## config.mk

```make
export PLATFORM = sky130hd
export DESIGN_NAME = power_swing_oos_sequencer
export DESIGN_NICKNAME = d
export VERILOG_FILES = /design/src/logic/oos_pkg.sv /design/src/logic/ms_timer.sv /design/src/logic/power_swing_oos_sequencer.sv
export SDC_FILE = /design/constraint.sdc
export NUM_CORES = 1
export LEC_CHECK = 0
export BUFFER_PORTS_ARGS = -buffer_cell sky130_fd_sc_hd__buf_2
export CORE_AREA = 2 2 152 154
export DETAILED_ROUTE_END_ITERATION = 10
export DIE_AREA = 0 0 154 156
export GPL_TIMING_DRIVEN = 0
export HOLD_SLACK_MARGIN = 0.08
export PLACE_DENSITY = 0.5
export SLEW_MARGIN = 20
export SYNTH_ARGS = -nofsm -noshare
export SYNTH_HDL_FRONTEND = slang
export SYNTH_SLANG_ARGS = --single-unit
```

## constraint.sdc

```tcl
create_clock -name clk -period 5.05 [get_ports clk]
set_input_delay 1.01 -clock clk [delete_from_list [all_inputs] [get_ports clk]]
set_output_delay 1.01 -clock clk [all_outputs]
set_load 0.01 [all_outputs]
```

## src/logic/oos_pkg.sv

```systemverilog
// constants and types for the power swing / out-of-step sequencer
package oos_pkg;
	// ----------------------------------------------------------------
	// timing
	// ----------------------------------------------------------------
	localparam int CLK_HZ = 50000000; // system clock rate
	localparam int TICK_US = 1000; // delay resolution, microseconds
	localparam int TICK_CYCLES = CLK_HZ / 1000000 * TICK_US; // cycles per millisecond tick
	localparam int DELAY_W = 16; // delay setting width, 0..65535 ms
	localparam logic [15:0] DELAY_RESET = 16'h0000; // reset value of delay counters
	// ----------------------------------------------------------------
	// trip sequence states
	// ----------------------------------------------------------------
	typedef enum {
		seq_idle,
		seq_step1,
		seq_step2,
		seq_armed,
		seq_armed_late
	} seq_state_t;
endpackage : oos_pkg

```

## src/logic/ms_timer.sv

```systemverilog
// millisecond pickup timer: counts ticks while run is high
module ms_timer
	import oos_pkg::*;
#(
	parameter int W = DELAY_W
) (
	input wire logic clk,
	input wire logic nrst,
	input wire logic run, // timing condition present
	input wire logic tick, // one-cycle millisecond pulse
	input wire logic [W-1:0] limit, // delay setting in ms
	output logic done // condition held for the full delay
);
	// ----------------------------------------------------------------
	// counter
	// ----------------------------------------------------------------
	logic [W-1:0] count; // elapsed milliseconds
	logic [W-1:0] next_count;

	// count up while run, clear when run drops
	always_comb begin
		next_count = count;
		if (!run) begin
			next_count = '0;
		end else if (tick && count != limit) begin
			next_count = count + W'(1);
		end
	end

	always_ff @(posedge clk) begin
		if (!nrst) begin
			count <= DELAY_RESET[W-1:0];
		end else begin
			count <= next_count;
		end
	end

	// zero delay completes as soon as run is seen
	assign done = run && (count == limit);
endmodule : ms_timer

```

## src/logic/power_swing_oos_sequencer.sv

```systemverilog
// power swing blocking and out-of-step trip sequencer
//
// Behaviour
// disabled element keeps both outputs low
// mode selects two-step or three-step sequences
// two-step uses only outer and inner zones
// overcurrent supervision gates all zone flags
// block after outer-not-timing-zone pickup delay one
// reset delay after leaving outer clears block
// three-step: middle-not-inner for pickup delay two
// inner zone for pickup delay three arms
// delayed mode: delay four then outer exit
// trip held for the seal-in period
// early mode trips at arming immediately
// delayed mode trips on outer zone exit
// inhibit affects tripping only, not blocking
// inhibit masks trip, sequence keeps running
// middle zone ignored in two-step mode
// two-step skips the pickup delay two stage
// delays zero to 65535 ms, 1 ms steps
// reset or disable clears everything to idle
module power_swing_oos_sequencer
	import oos_pkg::*;
#(
	parameter int TICK_DIV = TICK_CYCLES // cycles per ms tick
) (
	input wire logic clk,
	input wire logic nrst,
	input wire logic element_enable, // element enable setting
	input wire logic three_step_mode, // 1 = three-step, 0 = two-step
	input wire logic delayed_trip_mode, // 1 = delayed, 0 = early
	input wire logic trip_inhibit_in, // external out-of-step inhibit
	input wire logic outer_zone, // impedance inside outer characteristic
	input wire logic middle_zone, // impedance inside middle characteristic
	input wire logic inner_zone, // impedance inside inner characteristic
	input wire logic overcurrent_ok, // current above overcurrent_supervision_level
	input wire logic [DELAY_W-1:0] pickup_delay1, // ms
	input wire logic [DELAY_W-1:0] reset_delay1, // ms
	input wire logic [DELAY_W-1:0] pickup_delay2, // ms
	input wire logic [DELAY_W-1:0] pickup_delay3, // ms
	input wire logic [DELAY_W-1:0] pickup_delay4, // ms
	input wire logic [DELAY_W-1:0] trip_hold_time, // seal-in, ms
	output logic swing_block, // power swing blocking output
	output logic oos_trip // out-of-step trip output
);
	// ----------------------------------------------------------------
	// millisecond tick divider
	// ----------------------------------------------------------------
	localparam int DIV_W = $clog2(TICK_DIV + 1);
	logic [DIV_W-1:0] div_count; // cycles in current tick
	logic [DIV_W-1:0] next_div_count;
	logic tick; // one-cycle enable every millisecond

	// free-running divider, restarted while disabled
	always_comb begin
		next_div_count = div_count + DIV_W'(1);
		if (!element_enable || div_count == DIV_W'(TICK_DIV - 1)) begin
			next_div_count = '0;
		end
	end

	assign tick = element_enable && (div_count == DIV_W'(TICK_DIV - 1));

	always_ff @(posedge clk) begin
		if (!nrst) begin
			div_count <= '0;
		end else begin
			div_count <= next_div_count;
		end
	end

	// ----------------------------------------------------------------
	// supervised zone flags
	// ----------------------------------------------------------------
	logic z_out; // supervised outer zone
	logic z_mid; // supervised middle zone
	logic z_in; // supervised inner zone
	logic z_timing; // zone that ends the first step

	assign z_out = outer_zone && overcurrent_ok;
	assign z_mid = middle_zone && overcurrent_ok && three_step_mode;
	assign z_in = inner_zone && overcurrent_ok;
	assign z_timing = three_step_mode ? z_mid : z_in;

	// ----------------------------------------------------------------
	// timers
	// ----------------------------------------------------------------
	seq_state_t state; // trip sequence position
	seq_state_t next_state;
	logic latch1; // first-step latch, drives blocking
	logic next_latch1;
	logic [DELAY_W-1:0] hold_count; // seal-in remaining, ms
	logic [DELAY_W-1:0] next_hold_count;
	logic trip_raw; // one-cycle raw trip
	logic next_swing_block;
	logic next_oos_trip;
	logic run1, run2, run3, run4, runr; // timer conditions
	logic done1, done2, done3, done4, doner; // timer completions

	assign run1 = element_enable && z_out && !z_timing;
	assign run2 = element_enable && state == seq_step1 && z_out && z_mid && !z_in;
	assign run3 = element_enable && (state == seq_step1 || state == seq_step2) && z_out && z_in;
	assign run4 = element_enable && state == seq_armed && delayed_trip_mode && z_out && !z_in;
	assign runr = element_enable && latch1 && !z_out;

	ms_timer #(.W(DELAY_W)) u_t1 (.clk(clk), .nrst(nrst), .run(run1), .tick(tick),
		.limit(pickup_delay1), .done(done1));
	ms_timer #(.W(DELAY_W)) u_t2 (.clk(clk), .nrst(nrst), .run(run2), .tick(tick),
		.limit(pickup_delay2), .done(done2));
	ms_timer #(.W(DELAY_W)) u_t3 (.clk(clk), .nrst(nrst), .run(run3), .tick(tick),
		.limit(pickup_delay3), .done(done3));
	ms_timer #(.W(DELAY_W)) u_t4 (.clk(clk), .nrst(nrst), .run(run4), .tick(tick),
		.limit(pickup_delay4), .done(done4));
	ms_timer #(.W(DELAY_W)) u_tr (.clk(clk), .nrst(nrst), .run(runr), .tick(tick),
		.limit(reset_delay1), .done(doner));

	// ----------------------------------------------------------------
	// blocking latch
	// ----------------------------------------------------------------
	// set after pickup delay one, cleared by reset delay after outer exit
	always_comb begin
		next_latch1 = latch1;
		if (!element_enable) begin
			next_latch1 = 1'b0;
		end else if (done1) begin
			next_latch1 = 1'b1;
		end else if (doner) begin
			next_latch1 = 1'b0;
		end
		next_swing_block = next_latch1;
	end

	// ----------------------------------------------------------------
	// out-of-step trip sequence
	// ----------------------------------------------------------------
	// steps hold only while inside outer zone; inhibit does not touch them
	always_comb begin
		next_state = state;
		trip_raw = 1'b0;
		case (state)
			seq_idle: begin
				if (done1) begin
					next_state = seq_step1;
				end
			end
			seq_step1: begin
				if (!z_out) begin
					next_state = seq_idle;
				end else if (done3 && !three_step_mode) begin
					next_state = seq_armed;
				end else if (done2) begin
					next_state = seq_step2;
				end
			end
			seq_step2: begin
				if (!z_out) begin
					next_state = seq_idle;
				end else if (done3) begin
					next_state = seq_armed;
				end
			end
			seq_armed: begin
				if (!delayed_trip_mode) begin
					trip_raw = 1'b1;
					next_state = seq_idle;
				end else if (!z_out) begin
					next_state = seq_idle;
				end else if (done4) begin
					next_state = seq_armed_late;
				end
			end
			seq_armed_late: begin
				if (!z_out) begin
					trip_raw = 1'b1;
					next_state = seq_idle;
				end
			end
			default: begin
				next_state = seq_idle;
			end
		endcase
		if (!element_enable) begin
			next_state = seq_idle;
			trip_raw = 1'b0;
		end
	end

	// ----------------------------------------------------------------
	// seal-in and trip output
	// ----------------------------------------------------------------
	// raw trip loads the hold counter; inhibit masks only the output
	always_comb begin
		next_hold_count = hold_count;
		if (!element_enable) begin
			next_hold_count = '0;
		end else if (trip_raw) begin
			next_hold_count = trip_hold_time;
		end else if (tick && hold_count != '0) begin
			next_hold_count = hold_count - DELAY_W'(1);
		end
		next_oos_trip = element_enable && !trip_inhibit_in
			&& (trip_raw || next_hold_count != '0);
	end

	always_ff @(posedge clk) begin
		if (!nrst) begin
			state <= seq_idle;
			latch1 <= 1'b0;
			hold_count <= DELAY_RESET;
			swing_block <= 1'b0;
			oos_trip <= 1'b0;
		end else begin
			state <= next_state;
			latch1 <= next_latch1;
			hold_count <= next_hold_count;
			swing_block <= next_swing_block;
			oos_trip <= next_oos_trip;
		end
	end

	// ----------------------------------------------------------------
	// assertions
	// ----------------------------------------------------------------
	AST_DISABLED_QUIET: assert property (@(posedge clk) disable iff (!nrst)
		!element_enable |=> !swing_block && !oos_trip) else $error("outputs active while disabled");
	AST_INHIBIT_MASK: assert property (@(posedge clk) disable iff (!nrst)
		trip_inhibit_in |=> !oos_trip) else $error("trip raised under inhibit");
	AST_BLOCK_SET: assert property (@(posedge clk) disable iff (!nrst)
		element_enable && done1 |=> swing_block) else $error("block not set after delay one");
	AST_BLOCK_CLEAR: assert property (@(posedge clk) disable iff (!nrst)
		element_enable && doner && !done1 |=> !swing_block) else $error("block not cleared");
	AST_EARLY_TRIP: assert property (@(posedge clk) disable iff (!nrst)
		element_enable && state == seq_armed && !delayed_trip_mode && !trip_inhibit_in
		|=> oos_trip) else $error("early trip missing");
	AST_LATE_TRIP: assert property (@(posedge clk) disable iff (!nrst)
		element_enable && state == seq_armed_late && !z_out && !trip_inhibit_in
		|=> oos_trip) else $error("delayed trip missing");
	AST_NO_STEP2_TWO: assert property (@(posedge clk) disable iff (!nrst)
		!three_step_mode && state == seq_step1 |=> state != seq_step2) else $error("step two in two-step");
	AST_SEAL_IN: assert property (@(posedge clk) disable iff (!nrst)
		trip_raw && trip_hold_time != '0 && element_enable |=> hold_count == $past(trip_hold_time))
		else $error("seal-in not loaded");
	AST_EXIT_IDLE: assert property (@(posedge clk) disable iff (!nrst)
		element_enable && state == seq_armed && delayed_trip_mode && !z_out |=> state == seq_idle)
		else $error("early outer exit did not abort");
endmodule : power_swing_oos_sequencer

```

# --- Yosys cells after proc, flatten, opt, wreduce, memory -nomap -nowiden ---
# Cells that the tools add are included.
totals:
  reg_bits: 146
  in_bits: 106
  out_inout_bits: 2
  word_cells: 117
classes:
  n_addsub: 7
  eq_ne: 23
  n_mux: 21
  bitwise: 1
  n_reduce_logical: 55
op_table:
  columns: ["op", "count"]
  rows:
  - ["$mux 32", 10]
  - ["$pmux 32 s5", 1]
  - ["$add 16x1->16 const B", 6]
  - ["$eq 32x2->1 const B", 3]
  - ["$eq 32x3->1 const B", 3]
  - ["$eq 16x16->1", 5]
  - ["$ne 16x16->1", 5]
  - ["$mux 16", 3]
  - ["$logic_and 1x1->1", 34]
  - ["$eq 32x1->1 const B", 1]
  - ["$logic_not 32->1", 1]
  - ["$reduce_bool 16->1", 2]
  - ["$eq 16x16->1 const B", 1]
  - ["$sub 16x1->16 const B", 1]
  - ["$reduce_and 2->1", 6]
  - ["$ne 4x4->1 const B", 2]
  - ["$logic_not 1->1", 6]
  - ["$mux 1", 6]
  - ["$reduce_and 5->1", 1]
  - ["$ne 2x2->1 const B", 2]
  - ["$logic_or 1x1->1", 3]
  - ["$ne 3x3->1 const B", 1]
  - ["$pmux 1 s2", 1]
  - ["$reduce_bool 2->1", 1]
  - ["other kinds (2)", 2]

# --- Longest topological paths before layout ---
# Gate-level depths: netlist of run 1.
logic_depth:
  ltp_word: 10
  ltp_mapped: 10
  mapped_depth_nobuf: 9

# --- Hierarchy ---
# A second synthesis of run 1 with hierarchy kept.
unflattened:
  hier_cells: 879
  hier_area_um2: 7154.4
by_module_without_submodules:
  columns: ["module", "instances", "cells_each", "area_per_inst_um2", "seq_area_each_um2"]
  rows:
  - ["ms_timer", 5, 121, 1001.0, 320.3]
  - ["power_swing_oos_sequencer", 1, 274, 2149.6, 740.7]

# --- Worst setup path before layout of run 1 ---
# OpenSTA, ideal clock, no wires.
synth_path:
  path_kind: "input -> register"
  start: "input element_enable"
  end: "register oos_trip"
  setup_ps: 139
  arrival_ps: 2788
  t_required_ps: 4911
  setup_slack_ps: 2123
  path_stages: 8
  path_buffers: 1
  cell_sequence: "nand4_1 or4_1 buf_2 or3_1 xor2_1 a21oi_2 nor4_1 a311oi_2"
synth_via:
  elab_chain_len: 8
  elab_cells_between_ends: 10
  cone_classes: "mux (4); reduce/logical (6)"
synth_lines:
  columns: ["element", "line", "text"]
  rows:
  - ["start: declaration", "power_swing_oos_sequencer.sv:29", "input wire logic element_enable,"]
  - ["$logic_and 1x1->1", "power_swing_oos_sequencer.sv:62", "assign tick = element_enable && (div_count == DIV_W'(TICK_DIV - 1));"]
  - ["$logic_and 1x1->1", "power_swing_oos_sequencer.sv:198", "end else if (tick && hold_count != '0) begin"]
  - ["$mux 16", "power_swing_oos_sequencer.sv:198", null]
  - ["$mux 16", "power_swing_oos_sequencer.sv:196", "end else if (trip_raw) begin"]
  - ["$mux 16", "power_swing_oos_sequencer.sv:194", "if (!element_enable) begin"]
  - ["$reduce_bool 16->1", "power_swing_oos_sequencer.sv:202", "&& (trip_raw || next_hold_count != '0);"]
  - ["$logic_or 1x1->1", "power_swing_oos_sequencer.sv:202", null]
  - ["$logic_and 1x1->1 (*)", "power_swing_oos_sequencer.sv:202", null]
  - ["end signal: assignment", "power_swing_oos_sequencer.sv:217", "oos_trip <= next_oos_trip;"]
  - ["end: declaration", "power_swing_oos_sequencer.sv:44", "output logic oos_trip"]
# Every way passes the cells marked *; elsewhere a longest branch is shown, timed or not.
# A chain may end at the register's enable or synchronous reset.

# --- Final worst setup path of run 1 ---
layout_path:
  start: "input pickup_delay1[0]"
  end: "register state[2]"
layout_via:
  elab_chain_len: 4
layout_lines:
  columns: ["element", "line", "text"]
  rows:
  - ["start: declaration", "power_swing_oos_sequencer.sv:37", "input wire logic [DELAY_W-1:0] pickup_delay1,"]
  - ["$eq 16x16->1", "ms_timer.sv:39", "assign done = run && (count == limit);"]
  - ["$logic_and 1x1->1", "ms_timer.sv:39", null]
  - ["$ne 2x2->1 (no source line)", null, null]
  - ["$reduce_and 5->1 (no source line)", null, null]
  - ["end signal: assignment", "power_swing_oos_sequencer.sv:207", "state <= seq_idle;"]
  - ["end signal: assignment", "power_swing_oos_sequencer.sv:213", "state <= next_state;"]
  - ["end: declaration", "power_swing_oos_sequencer.sv:88", "seq_state_t state;"]
# Every way passes these cells.

==> results of run 1 <==
[kinds of logic after synthesis]
group | Yosys count | synth area share, %
XOR/XNOR | 156 | 20.67
AND/OR/NAND/NOR | 356 | 28.89
flip-flops | 117 | 35.44
multiplexers | 8 | 1.231
AO/OA/AOI/OAI | 107 | 9.410
buffers and inverters | 49 | 2.840
adder cells (fa/ha/maj) | 8 | 1.515
[per-layer routing]
| layer | share of wire, % | vias to the layer above |
|---|---|---|
| li1 | - | 3084 |
| met1 | 51 | 2716 |
| met2 | 45 | 101 |
| met3 | 3.7 | 10 |
| met4 | 0.70 | 0 |
| met5 | 0 | - |
[registers in the layout, indices dropped and copies added, names as in the netlist, 3 cells and up]
| name | flops |
|---|---|
| div_count | 16 |
| hold_count | 16 |
| u_t1.count | 16 |
| u_t2.count | 16 |
| u_t3.count | 16 |
| u_t4.count | 16 |
| u_tr.count | 16 |
| state | 3 |
[metrics by stage]
stage | cells | cell area, um^2 | total power [mW] | setup slack, ps | util [%]
global placement | 1193 | 7501 | 1.042 | 1418 | 33.54
global route | 1221 | 8102 | 2.335 | 1626 | 36.22
detailed placement | 1193 | 7501 | 1.042 | 1410 | 33.54
finish | 1221 | 8102 | 2.251 | 1861 | 36.22
floorplan | 801 | 6609 | 0.9813 | 2123 | -
CTS | 1221 | 8102 | 2.282 | 1827 | 36.22
[Yosys cell counts (all sizes together), types with 2 or more instances]
cell     count
and2        15
nor4        28
mux2i        7
nor3b        6
and3        19
o311ai       2
clkbuf      22
or3         33
buf          4
or4          4
nor3        21
nor2b        3
a211oi       4
ha           8
a311oi       2
or4b         2
nand4bb      2
o21ai       41
nand3       36
o2111ai      3
nand4       34
nor2        99
nand2b       2
o21a         2
xor2       101
xnor2       55
inv         23
dfxtp      117
nand4b       6
o211ai       2
and4         7
nand2       38
a21oi       44
[final cells by class]
type | instances | area (um^2)
clock inverter | 3 | 65.06
timing repair buffer | 107 | 535.5
buffer | 26 | 101.3
tap | 285 | 356.6
inverter | 23 | 86.33
sequential | 117 | 2342
multi-input combinational | 635 | 4079
clock buffer | 25 | 535.5
fill | 2342 | 14260
[worst max-delay path, stage by stage]
cell	delay, ps
buf_2	100
xnor2_1	140
nand4_1	110
nor4_1	850
and3_1	380
o22ai_1	150
or4b_2	620
a21oi_1	150
[worst max path at each step]
stage                           from        endpoint  slack, ps
CTS                    div_count[11]  u_t4.count[15]       1830
global route          element_enable  u_t4.count[15]       1630
floorplan             element_enable        oos_trip       2120
detailed placement    element_enable  u_t2.count[15]       1410
finish              pickup_delay1[0]        state[2]       1860
global placement      element_enable  u_t4.count[15]       1420
[power breakdown]
part / internal (mW) / total [mW] / switching, mW
Clock: 0.819 / 1.23 / 0.410
Sequential: 0.925 / 0.926 / 0.000658
Combinational: 0.0491 / 0.0960 / 0.0469
==> run metrics, run 1 <==
sequential share of the synthesized area 35.44%; Horiz. Die Dim 154 um; top-area cell type share of the netlist area 35.44%; outcome complete, no violations; Crit Reg-Reg Startpoint div_count[11]; total routed wirelength 17330 um; asr flop ratio synth 0%; Area Growth Syn to Fin 22.59%; Hold Path Class reg -> reg; GP Congestion 0.8029; M1 GR Usage 20.20%; Tcrit/Tclk final 63.15%; met2 Track Usage GR 23.08%; crit path DAT 3530 ps; Nets 1041; Slew @ Worst Pin 991.3 ps; Syn Inst Count 801; leak pwr 2.953 nW; YS warnings 0; layout cells sized above 1 15.92%; Worst R2R Setup Slack 1930 ps; Final Max Tran Viols 0; dpl hpwl 13100 um; Hold Startpoint div_count[0]; initial drt markers 307; crit-path max FO 5; worst reg2reg path depth 7; initial core utilization 29.55%; crit path time final 3189 ps; first-pass GRT wire length 28360 um; drt first pass iters 4; Hold Fails Final Rpt 0; critical path startpoint category input port; Worst Setup Path Type in -> reg; Post-CTS Setup Bufs 0; grt ovf 0; maximum clock path buffer count 2; prevailing post-synth register cell dfxtp_1; H-tree depth 4; number of I/O pins 108; cts hold-fix bufs 0; Syn Nets 915; hold_ws 464.2 ps; Vias/cell 4.841; most common cell after layout, fill and taps aside dfxtp_1; number of global-route vias before repair 5641; largest cells by area after synthesis dfxtp_1 35%, xor2_1 13%, xnor2_1 7.3%; Min-Delay Endpoint div_count[0]; pin count of the biggest net entering global routing 17; Clock Sinks 117; Max Freq 313.6 MHz; mean routed wirelength per cell 14.19 um; initial antenna violation count 0; Antenna Nets Post-Route 0; Pwr Density 277.8 nW/um^2; Post-CTS Resized 0; Finish-stage setup viols 0; clk_skew 8.993 ps; gr busiest metal met2; Clock Pin Slew Worst Setup and Hold Paths 50 ps; reg2reg end oos_trip; Setup TNS 0 ps; Mapped Area 6609 um^2; core area 22370 um^2; CTS root buf clkbuf_16; Post-synth EDFFs 0; Worst Path Required 5390 ps; Via Count 5911; Syn Area/Cell 8.251 um^2; RSZ-0062 raised after global routing no; Die H 156 um; area leader, netlist dfxtp_1; DR DRC count 0; Rel. slew slack 33.30%; Inserted Clock Buffers 17; Synth Register Bits 117; Worst-Skew Late Latency 420 ps; Peak VDD IR 0.1953 mV; Row Count 55; max-cap check violation count 0; full die area 24020 um^2; Worst Setup End Kind flip-flop; most frequent cells in the layout 117 x dfxtp_1, 110 x buf_2, 101 x xor2_1; CTS tree built; Hold Crit Depth 1; grt met3 use 3.750%; Tot GR Track Use 14.80%; antenna cell count 0; Yosys cell types 50; port bufs 107
Power figures use the tool's default switching activity.
==> inputs of run 2 (changes only) <==
==> constraint.sdc (replaced) <==
create_clock -name clk -period 3.28 [get_ports clk]
set_input_delay 0.656 -clock clk [delete_from_list [all_inputs] [get_ports clk]]
set_output_delay 0.656 -clock clk [all_outputs]
set_load 0.01 [all_outputs]
==> run metrics, run 2 (synthesized netlist as in run 1, its figures left out) <==
outcome complete, no violations (unchanged); Vias/cell 4.841 (about the same); Max Freq 333.4 MHz; first-pass GRT wire length 28360 um (unchanged); Hold Startpoint trip_inhibit_in (was div_count[0]); Setup TNS 0 ps (unchanged); leak pwr 2.964 nW (was 2.953 nW); Clock Sinks 117 (unchanged); total routed wirelength 17360 um (was 17330 um); initial drt markers 285 (was 307); number of I/O pins 108 (unchanged); maximum clock path buffer count 2 (unchanged); Row Count 55 (unchanged); Flop pwr share 41.1% (about the same); DR DRC count 0 (unchanged); full die area 24020 um^2 (unchanged); initial antenna violation count 0 (unchanged); clock share of power 54.6% (about the same); Hold Path Class in -> reg (was reg -> reg); most frequent cells in the layout 117 x dfxtp_1, 110 x buf_2, 101 x xor2_1 (unchanged); Worst Setup End Kind flip-flop (unchanged); grt ovf 0 (unchanged); mean routed wirelength per cell 14.20 um (was 14.19 um); Worst R2R Setup Slack 280 ps (was 1930 ps); pin count of the biggest net entering global routing 17 (unchanged); dpl hpwl 13100 um (unchanged); Clock Pin Slew Worst Setup and Hold Paths 50 ps (about the same); antenna cell count 0 (unchanged); pre-CTS setup slack -5.619 ps (was 1410 ps); fin worst setup slack 281.0 ps (was 1861 ps); Worst-Skew Late Latency 420 ps (about the same); Psw 705.6 uW (was 457.8 uW); Slew @ Worst Pin 994.5 ps (was 991.3 ps); critical path startpoint category flip-flop (was input port); cts hold-fix bufs 0 (unchanged); GP Congestion 0.8029 (unchanged); Int Power 2.761 mW (was 1.793 mW); RSZ-0062 raised after global routing no (unchanged); Tcrit/Tclk final 91.43%; H-tree depth 4 (unchanged); Antenna Nets Post-Route 0 (unchanged); port bufs 107 (unchanged); number of global-route vias before repair 5641 (unchanged); initial core utilization 29.55% (unchanged); crit-path max FO 6 (was 5); CTS tree built (unchanged); Horiz. Die Dim 154 um (unchanged); Inserted Clock Buffers 17 (unchanged); Finish-stage setup viols 0 (unchanged); Min-Delay Endpoint oos_trip (was div_count[0]); Worst Setup Path Type reg -> reg (was in -> reg); most common cell after layout, fill and taps aside dfxtp_1 (unchanged); Final Max Tran Viols 0 (unchanged); reg2reg end oos_trip (unchanged); Worst Path Required 3560 ps (was 5390 ps); Via Count 5920 (was 5911); Nets 1043 (was 1041); crit path DAT 3280 ps (was 3530 ps); Hold Crit Depth 2 (was 1); Pwr Density 426.6 nW/um^2 (was 277.8 nW/um^2); core area 22370 um^2 (unchanged); Hold Fails Final Rpt 0 (unchanged); Rel. slew slack 33.09% (was 33.30%); Peak VDD IR 0.3011 mV (was 0.1953 mV); hold_ws 423.0 ps (was 464.2 ps); critical-path cell list or4_4 -> or4_1 -> buf_2 -> or3_1 -> xor2_1 -> a21oi_2 -> nor4_1 -> a311oi_2 (was buf_2 -> xnor2_1 -> nand4_1 -> nor4_1 -> and3_1 -> o22ai_1 -> or4b_2 -> a21oi_1); Crit Reg-Reg Startpoint div_count[11] (unchanged); CTS root buf clkbuf_16 (unchanged); layout cells sized above 1 16.10% (was 15.92%); Area Growth Syn to Fin 22.95% (was 22.59%); Comb power frac 4.3% (about the same); worst reg2reg path depth 8 (was 7); Die H 156 um (unchanged); CP max stage cell or4_4 (was nor4_1); crit path time final 2999 ps; Sw Share 20.36% (was 20.34%); Tot GR Track Use 14.80% (unchanged); drt first pass iters 4 (unchanged); max-cap check violation count 0 (unchanged); clk_skew 10.21 ps (was 8.993 ps); Worst path max stage delay 600 ps (was 850 ps)
[run 2: area by class of cell]
class                      instances  area, um^2
fill                            2342       14240
multi-input combinational        635        4088
sequential                       117        2342
timing repair buffer             109       550.5
clock buffer                      25       535.5
tap                              285       356.6
buffer                            26       101.3
inverter                          23       86.33
clock inverter                     3       65.06
[run 2: routing by layer]
metal	wire length [um]	track usage [%]	vias to the layer above
met5	0	0	-
met4	156	4.272	0
met3	659	3.750	13
met2	7751	23.08	106
met1	8796	20.20	2717
li1	-	-	3084
[run 2: worst max-delay path, delay by kind of cell, from the launching register on]
kind | cells | cell delay [ps]
AOI/OAI and AO/OA | 2 | 240
xor gates and xnor gates | 1 | 230
and+or+nand+nor | 4 | 1860
DFF | 1 | 340
buffers and inverters | 1 | 190
[run 2: worst max-delay path by stage]
stage                     cells after the start        endpoint      startpoint  slack (ps)
final                                         8        oos_trip   div_count[11]         280
after global routing                          8        oos_trip   hold_count[2]          90
after CTS                                     7  u_t4.count[15]   div_count[11]          60
after detailed placement                      8  u_t2.count[15]  element_enable          -6
after global placement                        8  u_t4.count[15]  element_enable           2
after floorplan                               8        oos_trip   div_count[11]         550
[run 2: power groups by stage]
stage                     Clock [mW]  Combinational, mW  Sequential [mW]
after global placement             0              0.150             1.45
after global routing            2.01              0.163             1.42
after detailed placement           0              0.149             1.45
final                           1.89              0.148             1.43
after floorplan                    0             0.0565             1.45
after CTS                       1.94              0.150             1.42
[run 2: what timing repair did]
item                                   CTS  global route
buffers inserted                         0             2
gates resized for setup                  0             1
endpoints found under the hold margin    0             0
setup endpoints to repair                0            17
[run 2: per-stage QoR]
stage / total power [mW] / instance area, um^2 / instances / utilization [%]
after global placement: 1.605 / 7501 / 1193 / 33.54
final: 3.466 / 8125 / 1223 / 36.33
after CTS: 3.513 / 8102 / 1221 / 36.22
after detailed placement: 1.604 / 7501 / 1193 / 33.54
after floorplan: 1.511 / 6609 / 801 / -
after global routing: 3.595 / 8125 / 1223 / 36.33
